`config.mk`:
```
export PLATFORM = sky130hd
export DESIGN_NAME = dtc_top
export DESIGN_NICKNAME = d
export VERILOG_FILES = /design/src/verilog/dtc_pkg.sv /design/src/verilog/dtc_top.sv /design/src/verilog/dtc_phase_gen.sv /design/src/verilog/dtc_unit.sv
export VERILOG_INCLUDE_DIRS = /design/src /design/src/verilog
export SDC_FILE = /design/constraint.sdc
export NUM_CORES = 1
export LEC_CHECK = 0
export BUFFER_PORTS_ARGS = -buffer_cell sky130_fd_sc_hd__buf_2
export CAP_MARGIN = 10
export CELL_PAD_IN_SITES_DETAIL_PLACEMENT = 1
export CELL_PAD_IN_SITES_GLOBAL_PLACEMENT = 1
export CORE_ASPECT_RATIO = 1.75
export CORE_MARGIN = 5
export CORE_UTILIZATION = 45
export CTS_CLUSTER_DIAMETER = 150
export CTS_CLUSTER_SIZE = 10
export DETAILED_ROUTE_END_ITERATION = 8
export MAX_ROUTING_LAYER = met4
export PLACE_DENSITY_LB_ADDON = 0.1
export SYNTH_ARGS = -nofsm -noshare
export SYNTH_HDL_FRONTEND = slang
export SYNTH_SLANG_ARGS = --single-unit
```
`constraint.sdc`:
```
create_clock -name clk_i -period 5.5 [get_ports clk_i]
set_clock_uncertainty 0.15 [all_clocks]
set_input_delay 1.1 -clock clk_i [delete_from_list [all_inputs] [get_ports clk_i]]
set_output_delay 1.1 -clock clk_i [all_outputs]
set_load 0.01 [all_outputs]
```
`src/verilog/dtc_params.svh`:
```
/*
 * Register offsets, field positions, reset values and timing counts
 * for the dual 8-bit timer/counter block.
 * Assumes a 32-bit classic Wishbone bus with byte addressing.
 */
`ifndef DTC_PARAMS_SVH
`define DTC_PARAMS_SVH

// Register byte offsets
`define DTC_OFF_A_CONTROL 8'h00
`define DTC_OFF_B_CONTROL 8'h04
`define DTC_OFF_A_COUNT 8'h08
`define DTC_OFF_B_COUNT 8'h0c
`define DTC_OFF_SOURCE 8'h10
`define DTC_OFF_STATUS 8'h14
`define DTC_OFF_MASK 8'h18

// Control register fields
`define DTC_BIT_RUN 7
`define DTC_BIT_CS 5
`define DTC_BIT_SE 4
`define DTC_BIT_PSA 3
`define DTC_PS_MSB 2
`define DTC_PS_LSB 0
`define DTC_CTRL_MASK 8'hbf

// Source register: capsense clock select per unit
`define DTC_BIT_XCS_A 0
`define DTC_BIT_XCS_B 1

// Status and mask bits
`define DTC_BIT_OVF_A 0
`define DTC_BIT_OVF_B 1

// Reset values
`define DTC_RST_CONTROL 8'h00
`define DTC_RST_COUNT 8'h00
`define DTC_RST_SOURCE 2'h0
`define DTC_RST_STATUS 2'h0
`define DTC_RST_MASK 2'h0

// Internal phases per instruction cycle and write inhibit length
`define DTC_PHASES 4
`define DTC_WRITE_INHIBIT 2

`endif

```
`src/verilog/dtc_pkg.sv`:
```
/*
 * Types for the dual 8-bit timer/counter block.
 * Assumes dtc_params.svh supplies the numeric constants.
 */
package dtc_pkg;

    typedef enum logic [1:0] {
        DTC_BUS_IDLE = 2'b00,
        DTC_BUS_ACK = 2'b01
    } dtc_bus_state_t;

    typedef logic [7:0] dtc_byte_t;

endpackage : dtc_pkg

```
`src/verilog/dtc_top.sv`:
```
/*
 * Dual 8-bit timer/counter with a Wishbone classic register slave,
 * sticky overflow flags, a mask register and one interrupt line.
 * Assumes a 32-bit Wishbone master on clk_i and a sleep level from the core.
 */
// Functional notes
// Timer mode without prescaler counts once every instruction cycle.
// Writing the count register holds off counting for two instruction cycles; counter mode here ignores the hold-off.
// Counter mode counts the external pin, or capsense oscillator when selected.
// Edge select one counts falling edges, zero counts rising edges.
// Bypass feeds the counter directly; otherwise the prescaler output clocks it.
// Prescale field 000..111 divides by 2..256; 1:1 needs bypass.
// Prescaler hidden from software; count writes clear it.
// Setting the run bit clears the prescaler.
// Rollover from maximum to zero sets the overflow flag regardless of enable.
// Only software clears the flag; interrupt needs flag and enable.
// Counter mode increments are synchronised on second and fourth phases.
// Counting only while run bit set; otherwise count holds.
// Sleep stops counting and keeps the count.
// Timer A overflow gates first 16-bit timer, B gates second.
// Overflow to gate logic is a one-cycle pulse at rollover.
`timescale 1ns/1ps
`default_nettype none
`include "dtc_params.svh"

module dtc_top
    import dtc_pkg::*;
(
    input wire logic clk_i,
    input wire logic rst_i,
    input wire logic cyc_i,
    input wire logic stb_i,
    input wire logic we_i,
    input wire logic [7:0] adr_i,
    input wire logic [3:0] sel_i,
    input wire logic [31:0] dat_i,
    output logic [31:0] dat_o,
    output logic ack_o,
    input wire logic sleep_i,
    input wire logic pin_a_i,
    input wire logic pin_b_i,
    input wire logic osc_a_i,
    input wire logic osc_b_i,
    output logic gate_a_o,
    output logic gate_b_o,
    output logic irq_o
);

    dtc_bus_state_t state_reg, state_next;
    logic [31:0] rdata_reg, rdata_next;
    dtc_byte_t ctrl_a_reg, ctrl_a_next;
    dtc_byte_t ctrl_b_reg, ctrl_b_next;
    logic [1:0] src_reg, src_next;
    logic [1:0] status_reg, status_next;
    logic [1:0] mask_reg, mask_next;
    logic q2, q4;
    logic wr, lane0;
    logic we_cnt_a, we_cnt_b, rise_a, rise_b;
    logic [7:0] count_a, count_b;
    logic ovf_a, ovf_b;

    function automatic logic hit(input logic [7:0] adr, input logic [7:0] off);
        hit = (adr[7:2] == off[7:2]);
    endfunction : hit

    // Sleep freezes the instruction phases, so no count register advances
    dtc_phase_gen u_phase (
        .clk_i(clk_i),
        .rst_i(rst_i),
        .sleep_i(sleep_i),
        .q2_o(q2),
        .q4_o(q4),
        .inst_o()
    );

    assign wr = cyc_i && stb_i && we_i && (state_reg == DTC_BUS_IDLE);
    assign lane0 = sel_i[0];
    assign we_cnt_a = wr && lane0 && hit(adr_i, `DTC_OFF_A_COUNT);
    assign we_cnt_b = wr && lane0 && hit(adr_i, `DTC_OFF_B_COUNT);
    assign rise_a = ctrl_a_next[`DTC_BIT_RUN] && !ctrl_a_reg[`DTC_BIT_RUN];
    assign rise_b = ctrl_b_next[`DTC_BIT_RUN] && !ctrl_b_reg[`DTC_BIT_RUN];

    dtc_unit #(.WIDTH(8)) u_unit_a (
        .clk_i(clk_i),
        .rst_i(rst_i),
        .q2_i(q2),
        .q4_i(q4),
        .ctrl_i(ctrl_a_reg),
        .xcs_i(src_reg[`DTC_BIT_XCS_A]),
        .pin_i(pin_a_i),
        .osc_i(osc_a_i),
        .count_we_i(we_cnt_a),
        .run_rise_i(rise_a),
        .count_wdata_i(dat_i[7:0]),
        .count_o(count_a),
        .ovf_o(ovf_a)
    );

    dtc_unit #(.WIDTH(8)) u_unit_b (
        .clk_i(clk_i),
        .rst_i(rst_i),
        .q2_i(q2),
        .q4_i(q4),
        .ctrl_i(ctrl_b_reg),
        .xcs_i(src_reg[`DTC_BIT_XCS_B]),
        .pin_i(pin_b_i),
        .osc_i(osc_b_i),
        .count_we_i(we_cnt_b),
        .run_rise_i(rise_b),
        .count_wdata_i(dat_i[7:0]),
        .count_o(count_b),
        .ovf_o(ovf_b)
    );

    always_comb begin
        state_next = DTC_BUS_IDLE;
        rdata_next = rdata_reg;
        ctrl_a_next = ctrl_a_reg;
        ctrl_b_next = ctrl_b_reg;
        src_next = src_reg;
        mask_next = mask_reg;
        status_next = status_reg;
        if (cyc_i && stb_i && state_reg == DTC_BUS_IDLE) begin
            state_next = DTC_BUS_ACK;
            if (wr && lane0) begin
                if (hit(adr_i, `DTC_OFF_A_CONTROL)) begin
                    ctrl_a_next = dat_i[7:0] & `DTC_CTRL_MASK;
                end
                if (hit(adr_i, `DTC_OFF_B_CONTROL)) begin
                    ctrl_b_next = dat_i[7:0] & `DTC_CTRL_MASK;
                end
                if (hit(adr_i, `DTC_OFF_SOURCE)) begin
                    src_next = dat_i[1:0];
                end
                if (hit(adr_i, `DTC_OFF_MASK)) begin
                    mask_next = dat_i[1:0];
                end
                if (hit(adr_i, `DTC_OFF_STATUS)) begin
                    status_next = status_reg & ~dat_i[1:0];
                end
            end
            rdata_next = 32'h0;
            if (!we_i) begin
                case ({2'b00, adr_i[7:2]})
                    `DTC_OFF_A_CONTROL >> 2: rdata_next[7:0] = ctrl_a_reg;
                    `DTC_OFF_B_CONTROL >> 2: rdata_next[7:0] = ctrl_b_reg;
                    `DTC_OFF_A_COUNT >> 2: rdata_next[7:0] = count_a;
                    `DTC_OFF_B_COUNT >> 2: rdata_next[7:0] = count_b;
                    `DTC_OFF_SOURCE >> 2: rdata_next[1:0] = src_reg;
                    `DTC_OFF_STATUS >> 2: rdata_next[1:0] = status_reg;
                    `DTC_OFF_MASK >> 2: rdata_next[1:0] = mask_reg;
                    default: rdata_next = 32'h0;
                endcase
            end
        end
        // Set wins over a software clear in the same cycle
        if (ovf_a) begin
            status_next[`DTC_BIT_OVF_A] = 1'b1;
        end
        if (ovf_b) begin
            status_next[`DTC_BIT_OVF_B] = 1'b1;
        end
    end

    always_ff @(posedge clk_i) begin
        if (rst_i) begin
            state_reg <= DTC_BUS_IDLE;
            rdata_reg <= 32'h0;
            ctrl_a_reg <= `DTC_RST_CONTROL;
            ctrl_b_reg <= `DTC_RST_CONTROL;
            src_reg <= `DTC_RST_SOURCE;
            status_reg <= `DTC_RST_STATUS;
            mask_reg <= `DTC_RST_MASK;
        end else begin
            state_reg <= state_next;
            rdata_reg <= rdata_next;
            ctrl_a_reg <= ctrl_a_next;
            ctrl_b_reg <= ctrl_b_next;
            src_reg <= src_next;
            status_reg <= status_next;
            mask_reg <= mask_next;
        end
    end

    assign ack_o = (state_reg == DTC_BUS_ACK);
    assign dat_o = rdata_reg;
    assign irq_o = |(status_reg & mask_reg);
    assign gate_a_o = ovf_a;
    assign gate_b_o = ovf_b;

endmodule : dtc_top

`default_nettype wire

```
`src/verilog/dtc_phase_gen.sv`:
```
/*
 * Instruction-cycle phase generator: four internal phases per
 * instruction cycle, derived from the system clock.
 * Assumes clk_i is the oscillator clock and rst_i synchronous.
 */
`timescale 1ns/1ps
`default_nettype none
`include "dtc_params.svh"

module dtc_phase_gen
    import dtc_pkg::*;
(
    input wire logic clk_i,
    input wire logic rst_i,
    input wire logic sleep_i,
    output logic q2_o,
    output logic q4_o,
    output logic inst_o
);

    logic [1:0] phase_reg;
    logic [1:0] phase_next;

    always_comb begin
        phase_next = phase_reg;
        // Phases freeze in sleep
        if (!sleep_i) begin
            phase_next = phase_reg + 2'h1;
        end
    end

    always_ff @(posedge clk_i) begin
        if (rst_i) begin
            phase_reg <= 2'h0;
        end else begin
            phase_reg <= phase_next;
        end
    end

    assign q2_o = !sleep_i && (phase_reg == 2'h1);
    assign q4_o = !sleep_i && (phase_reg == 2'h3);
    assign inst_o = q4_o;

endmodule : dtc_phase_gen

`default_nettype wire

```
`src/verilog/dtc_unit.sv`:
```
/*
 * One 8-bit timer/counter with prescaler, edge select and sync.
 * Assumes phase strobes from dtc_phase_gen and writes from the bus.
 */
`timescale 1ns/1ps
`default_nettype none
`include "dtc_params.svh"

module dtc_unit
    import dtc_pkg::*;
#(
    parameter int WIDTH = 8
)
(
    input wire logic clk_i,
    input wire logic rst_i,
    input wire logic q2_i,
    input wire logic q4_i,
    input wire logic [7:0] ctrl_i,
    input wire logic xcs_i,
    input wire logic pin_i,
    input wire logic osc_i,
    input wire logic count_we_i,
    input wire logic run_rise_i,
    input wire logic [WIDTH-1:0] count_wdata_i,
    output logic [WIDTH-1:0] count_o,
    output logic ovf_o
);

    logic [WIDTH-1:0] count_reg, count_next;
    logic [7:0] pre_reg, pre_next;
    logic [1:0] inh_reg, inh_next;
    logic src_reg, src_next;
    logic sync_reg, sync_next;
    logic ovf_reg, ovf_next;
    logic run, cs, se, psa;
    logic src, edge_hit, tick, pre_tap, pre_prev, pre_out;
    logic [2:0] ps;

    assign run = ctrl_i[`DTC_BIT_RUN];
    assign cs = ctrl_i[`DTC_BIT_CS];
    assign se = ctrl_i[`DTC_BIT_SE];
    assign psa = ctrl_i[`DTC_BIT_PSA];
    assign ps = ctrl_i[`DTC_PS_MSB:`DTC_PS_LSB];

    always_comb begin
        src = xcs_i ? osc_i : pin_i;
        // Edge chosen by select bit: 1 falls, 0 rises
        edge_hit = se ? (src_reg && !src) : (!src_reg && src);
        // Timer mode ticks every instruction cycle
        tick = cs ? edge_hit : q4_i;
        pre_tap = pre_reg[ps];
        pre_next = pre_reg;
        if (count_we_i || run_rise_i) begin
            pre_next = 8'h00;
        end else if (run && tick && !psa) begin
            pre_next = pre_reg + 8'h01;
        end
        pre_prev = pre_next[ps];
        // Prescaler output: falling of tap bit completes one divided period
        pre_out = pre_tap && !pre_prev && run && tick && !psa;
    end

    always_comb begin
        src_next = src;
        sync_next = sync_reg;
        count_next = count_reg;
        inh_next = inh_reg;
        ovf_next = 1'b0;
        if (count_we_i) begin
            count_next = count_wdata_i;
            inh_next = 2'(`DTC_WRITE_INHIBIT);
            sync_next = 1'b0;
        end else begin
            // Hold-off runs out in instruction cycles, so none is left stale
            if (q4_i && (inh_reg != 2'h0)) begin
                inh_next = inh_reg - 2'h1;
            end
            if (run) begin
                if (cs) begin
                    if ((q2_i || q4_i) && sync_reg) begin
                        sync_next = 1'b0;
                        count_next = count_reg + 1'b1;
                        ovf_next = &count_reg;
                    end
                end else if (q4_i && (inh_reg == 2'h0)) begin
                    if (psa ? 1'b1 : pre_out) begin
                        count_next = count_reg + 1'b1;
                        ovf_next = &count_reg;
                    end
                end
            end
            // Counter-mode increments wait in sync latch, taken on Q2/Q4;
            // an edge in the consuming cycle is kept, not lost
            if (cs && (psa ? (run && tick) : pre_out)) begin
                sync_next = 1'b1;
            end
        end
    end

    always_ff @(posedge clk_i) begin
        if (rst_i) begin
            count_reg <= WIDTH'(`DTC_RST_COUNT);
            pre_reg <= 8'h00;
            inh_reg <= 2'h0;
            src_reg <= 1'b0;
            sync_reg <= 1'b0;
            ovf_reg <= 1'b0;
        end else begin
            count_reg <= count_next;
            pre_reg <= pre_next;
            inh_reg <= inh_next;
            src_reg <= src_next;
            sync_reg <= sync_next;
            ovf_reg <= ovf_next;
        end
    end

    assign count_o = count_reg;
    assign ovf_o = ovf_reg;

endmodule : dtc_unit

`default_nettype wire

```
==> results.md <==
* Relative slew margins at 40.2%
* Total grt overflow at 0
* Switch share at 25.5%
* Seq cells post-synth at 73
* Synth warn at 0
* Post-synth ARST share at 0%
* CTS buffer count at 9
* Layout cells sized above 1 at 15.9%
* Post-DP HPWL at 9.39 mm
* Slowest stage delay, CP at 540 ps
* Power density cells at 243 mW/mm²
* Most used flip-flop cell after synthesis: dfxtp_1
* Core area at 0.00953 mm²
* Largest net degree at the start of global routing at 48
* Post-DRT Antenna Nets at 0
* Top-area cell type share of the netlist area at 33.2%
* Post-synth EDFFs at 0
* Drt drc at 0
* Top delay family on crit path: compound AO/OA/AOI/OAI gates
* Top cell type by total area after synthesis: dfxtp_1
* WL met1 at 4.81 mm
* Initial Util at 46.3%
* Pint at 0.000870 W
* Clock Power Share at 49.1%
* Worst hold path class: register to register
* Highest Signal Layer: met4
* Final Non-Filler Cells at 643
* Antenna violations before repair at 0
* Slowest CP cell: mux2i_2
* Most frequent cells in the layout: nor2_1 (78), dfxtp_1 (73), buf_2 (36)
* Routed vias/inst at 5.76
* Combinational power share at 5.2%
* CTS tree: built
* Vias in the first global route at 3939
* Average routed wire per standard cell at 19.5 µm
* Port-buffer cells at 36
* Mapped Cells at 488
* WP buf/inv at 1
* Crit path time final at 3910 ps
* Detailed Routing Iterations Pass 1 at 4
* CP startpoint kind: input pin
* # IOs at 90
* CTS Sinks at 73
* P_sw at 0.000297 W
* WL met2 at 7.02 mm
* H-tree Lvls at 3
* Status: finished clean
* All-Layer GR Usage at 22.5%
* Number of diodes at 0
* Crit-path cells: buf_2 > mux2i_2 > mux2i_2 > nor3_1 > xnor2_1 > a2111oi_1 > o311a_1 > o41ai_4 > nand4_1 > xor2_1 > a211oi_1
* CTS Hold Buffers Added at 0
* Slew of the pin with the lowest slew margin at 897 ps
* Maxcap violations at 0
* Syn_area_per_cell at 9.03 µm²
* Critical Path RT at 5610 ps
* CP Capture Type: register
* Die X at 84.8 µm
* FF-to-FF path depth at 10
* Seq pwr share at 45.7%
* Reg clk slew, reported paths at 70 ps
* Most area-consuming cells after synthesis: dfxtp_1 (33%), mux2i_1 (7.0%), nor2_1 (6.6%)
* Hold depth at 2
* Post-cts resize count at 0
* RSZ-0062 raised after global routing: false
* Seq/Total Area, Yosys at 33.2%
* Die area at 0.0120 mm²
* Critical Path AT at 4010 ps
* Maximum vdd ir drop at 0.172 mV
* Setup violators final at 0
* Final GP Congestion at 0.882
* First-pass GRT wire length at 20.4 mm
* Initial DRC Count at 163
* CTS max path bufs at 2
* Clock latency on the worst-skew pair at 350 ps
* WL final at 12.6 mm
* Mapped Area at 0.00441 mm²
* Fin. Hold Viols at 0
* Commonest non-fill, non-tap cell in the layout: nor2_1
* Max-slew violations at 0
* Vias at 3703
* Met3 wire len at 355 µm
* Post-CTS Setup Bufs at 0
* Fmax at 0.256 GHz
* Nets at 578
* Setup TNS at 0 ps
* Placed cells at 627
* Library cells used by synthesis at 71
* Cell count along the critical path at 11
* Root buffer cell: clkbuf_16
* P_leak at 1.77 nW
* Crit share post-route at 71.0%
* Critical path fanouts, max at 10
* Cell mode on critical path: mux2i_2
* Area grow syn2layout at 9.11%
* Die H at 141 µm
* Num rows at 47
* Kind of critical path: input pin to register
[synthesized netlist by cell type (2+ instances only)]
| master | number |
|---|---|
| xor2_1 | 11 |
| o21ai_0 | 8 |
| clkbuf_1 | 7 |
| nor3b_1 | 3 |
| a211oi_1 | 14 |
| inv_1 | 16 |
| nand4_1 | 10 |
| mux2i_2 | 3 |
| xnor2_1 | 19 |
| mux2i_1 | 31 |
| a22oi_1 | 6 |
| o211a_1 | 3 |
| and4_1 | 2 |
| buf_4 | 25 |
| o2111ai_1 | 5 |
| dfxtp_1 | 73 |
| a311o_1 | 2 |
| buf_2 | 4 |
| or3_1 | 3 |
| o21ai_1 | 10 |
| nand3_1 | 14 |
| a22o_1 | 2 |
| o31a_1 | 2 |
| nand3b_1 | 2 |
| buf_6 | 3 |
| ha_1 | 8 |
| nor2b_1 | 4 |
| mux4_2 | 12 |
| nor2_1 | 78 |
| a211oi_2 | 2 |
| mux2_2 | 2 |
| nand2_1 | 32 |
| and2_1 | 3 |
| nor4_1 | 4 |
| o22ai_1 | 2 |
| nand2b_1 | 2 |
| a21oi_1 | 12 |
| or2_1 | 4 |
| nor3_2 | 2 |
| nor3_1 | 7 |
| and3_1 | 6 |
[final cells by class]
class	instances	area, µm²
Sequential cell	73	1460
Timing Repair Buffer	37	188
Inverter	16	60.1
Multi-Input combinational cell	379	2660
Tap cell	122	153
Fill cell	1158	4720
Clock inverter	6	50.0
Clock buffer	10	239
[metal layers]
metal	global-route usage [%]	up-vias
met5	-	-
met4	10.2	0
met3	3.62	29
met2	41.3	72
met1	23.0	1851
li1	-	1751
[power groups by stage]
stage / sequential [W] / clock, W / combinational, W
4_1_cts: 0.000533 / 0.000584 / 0.0000599
6_report: 0.000533 / 0.000573 / 0.0000603
3_5_place_dp: 0.000545 / 0 / 0.0000597
2_1_floorplan: 0.000545 / 0 / 0.0000490
3_3_place_gp: 0.000545 / 0 / 0.0000590
5_1_grt: 0.000533 / 0.000609 / 0.0000658
[worst register-to-register path, delay by kind of cell, from the launching register on]
family / cells / cell delay, ps
compound gates: 4 / 1310
xor+xnor: 2 / 400
flops: 1 / 460
mux: 2 / 850
simple gates: 2 / 350
[logic make-up after synthesis]
family	count (synthesis)	synth area share [%]
AOI/OAI and AO/OA	80	13.6
xor gates and xnor gates	30	5.96
adders and majority gates	8	2.27
buffers and inverters	59	8.49
DFF	73	33.2
muxes	49	15.2
other	1	0.0851
and+or+nand+nor	188	21.3
[worst paths after layout]
path                        from                  end  slack (ps)
hold / removal    u_unit_b.ovf_o        status_reg[1]         330
setup / recovery         osc_a_i  u_unit_a.count_o[4]        1590
setup reg to reg      src_reg[0]  u_unit_a.count_o[4]        1890
hold reg to reg   u_unit_b.ovf_o        status_reg[1]         330
[stage by stage]
step	power (W)	setup slack (ps)	instance area, µm²	hold slack (ps)	util (%)
3_3_place_gp	0.000604	1270	4520	293	47.5
5_1_grt	0.00121	1370	4810	357	50.5
3_5_place_dp	0.000605	1220	4520	306	47.5
4_1_cts	0.00118	1580	4810	333	50.5
6_report	0.00117	1590	4810	329	50.5
2_1_floorplan	0.000594	1870	4490	300	-
No activity file was read; power rests on OpenSTA's default activity.
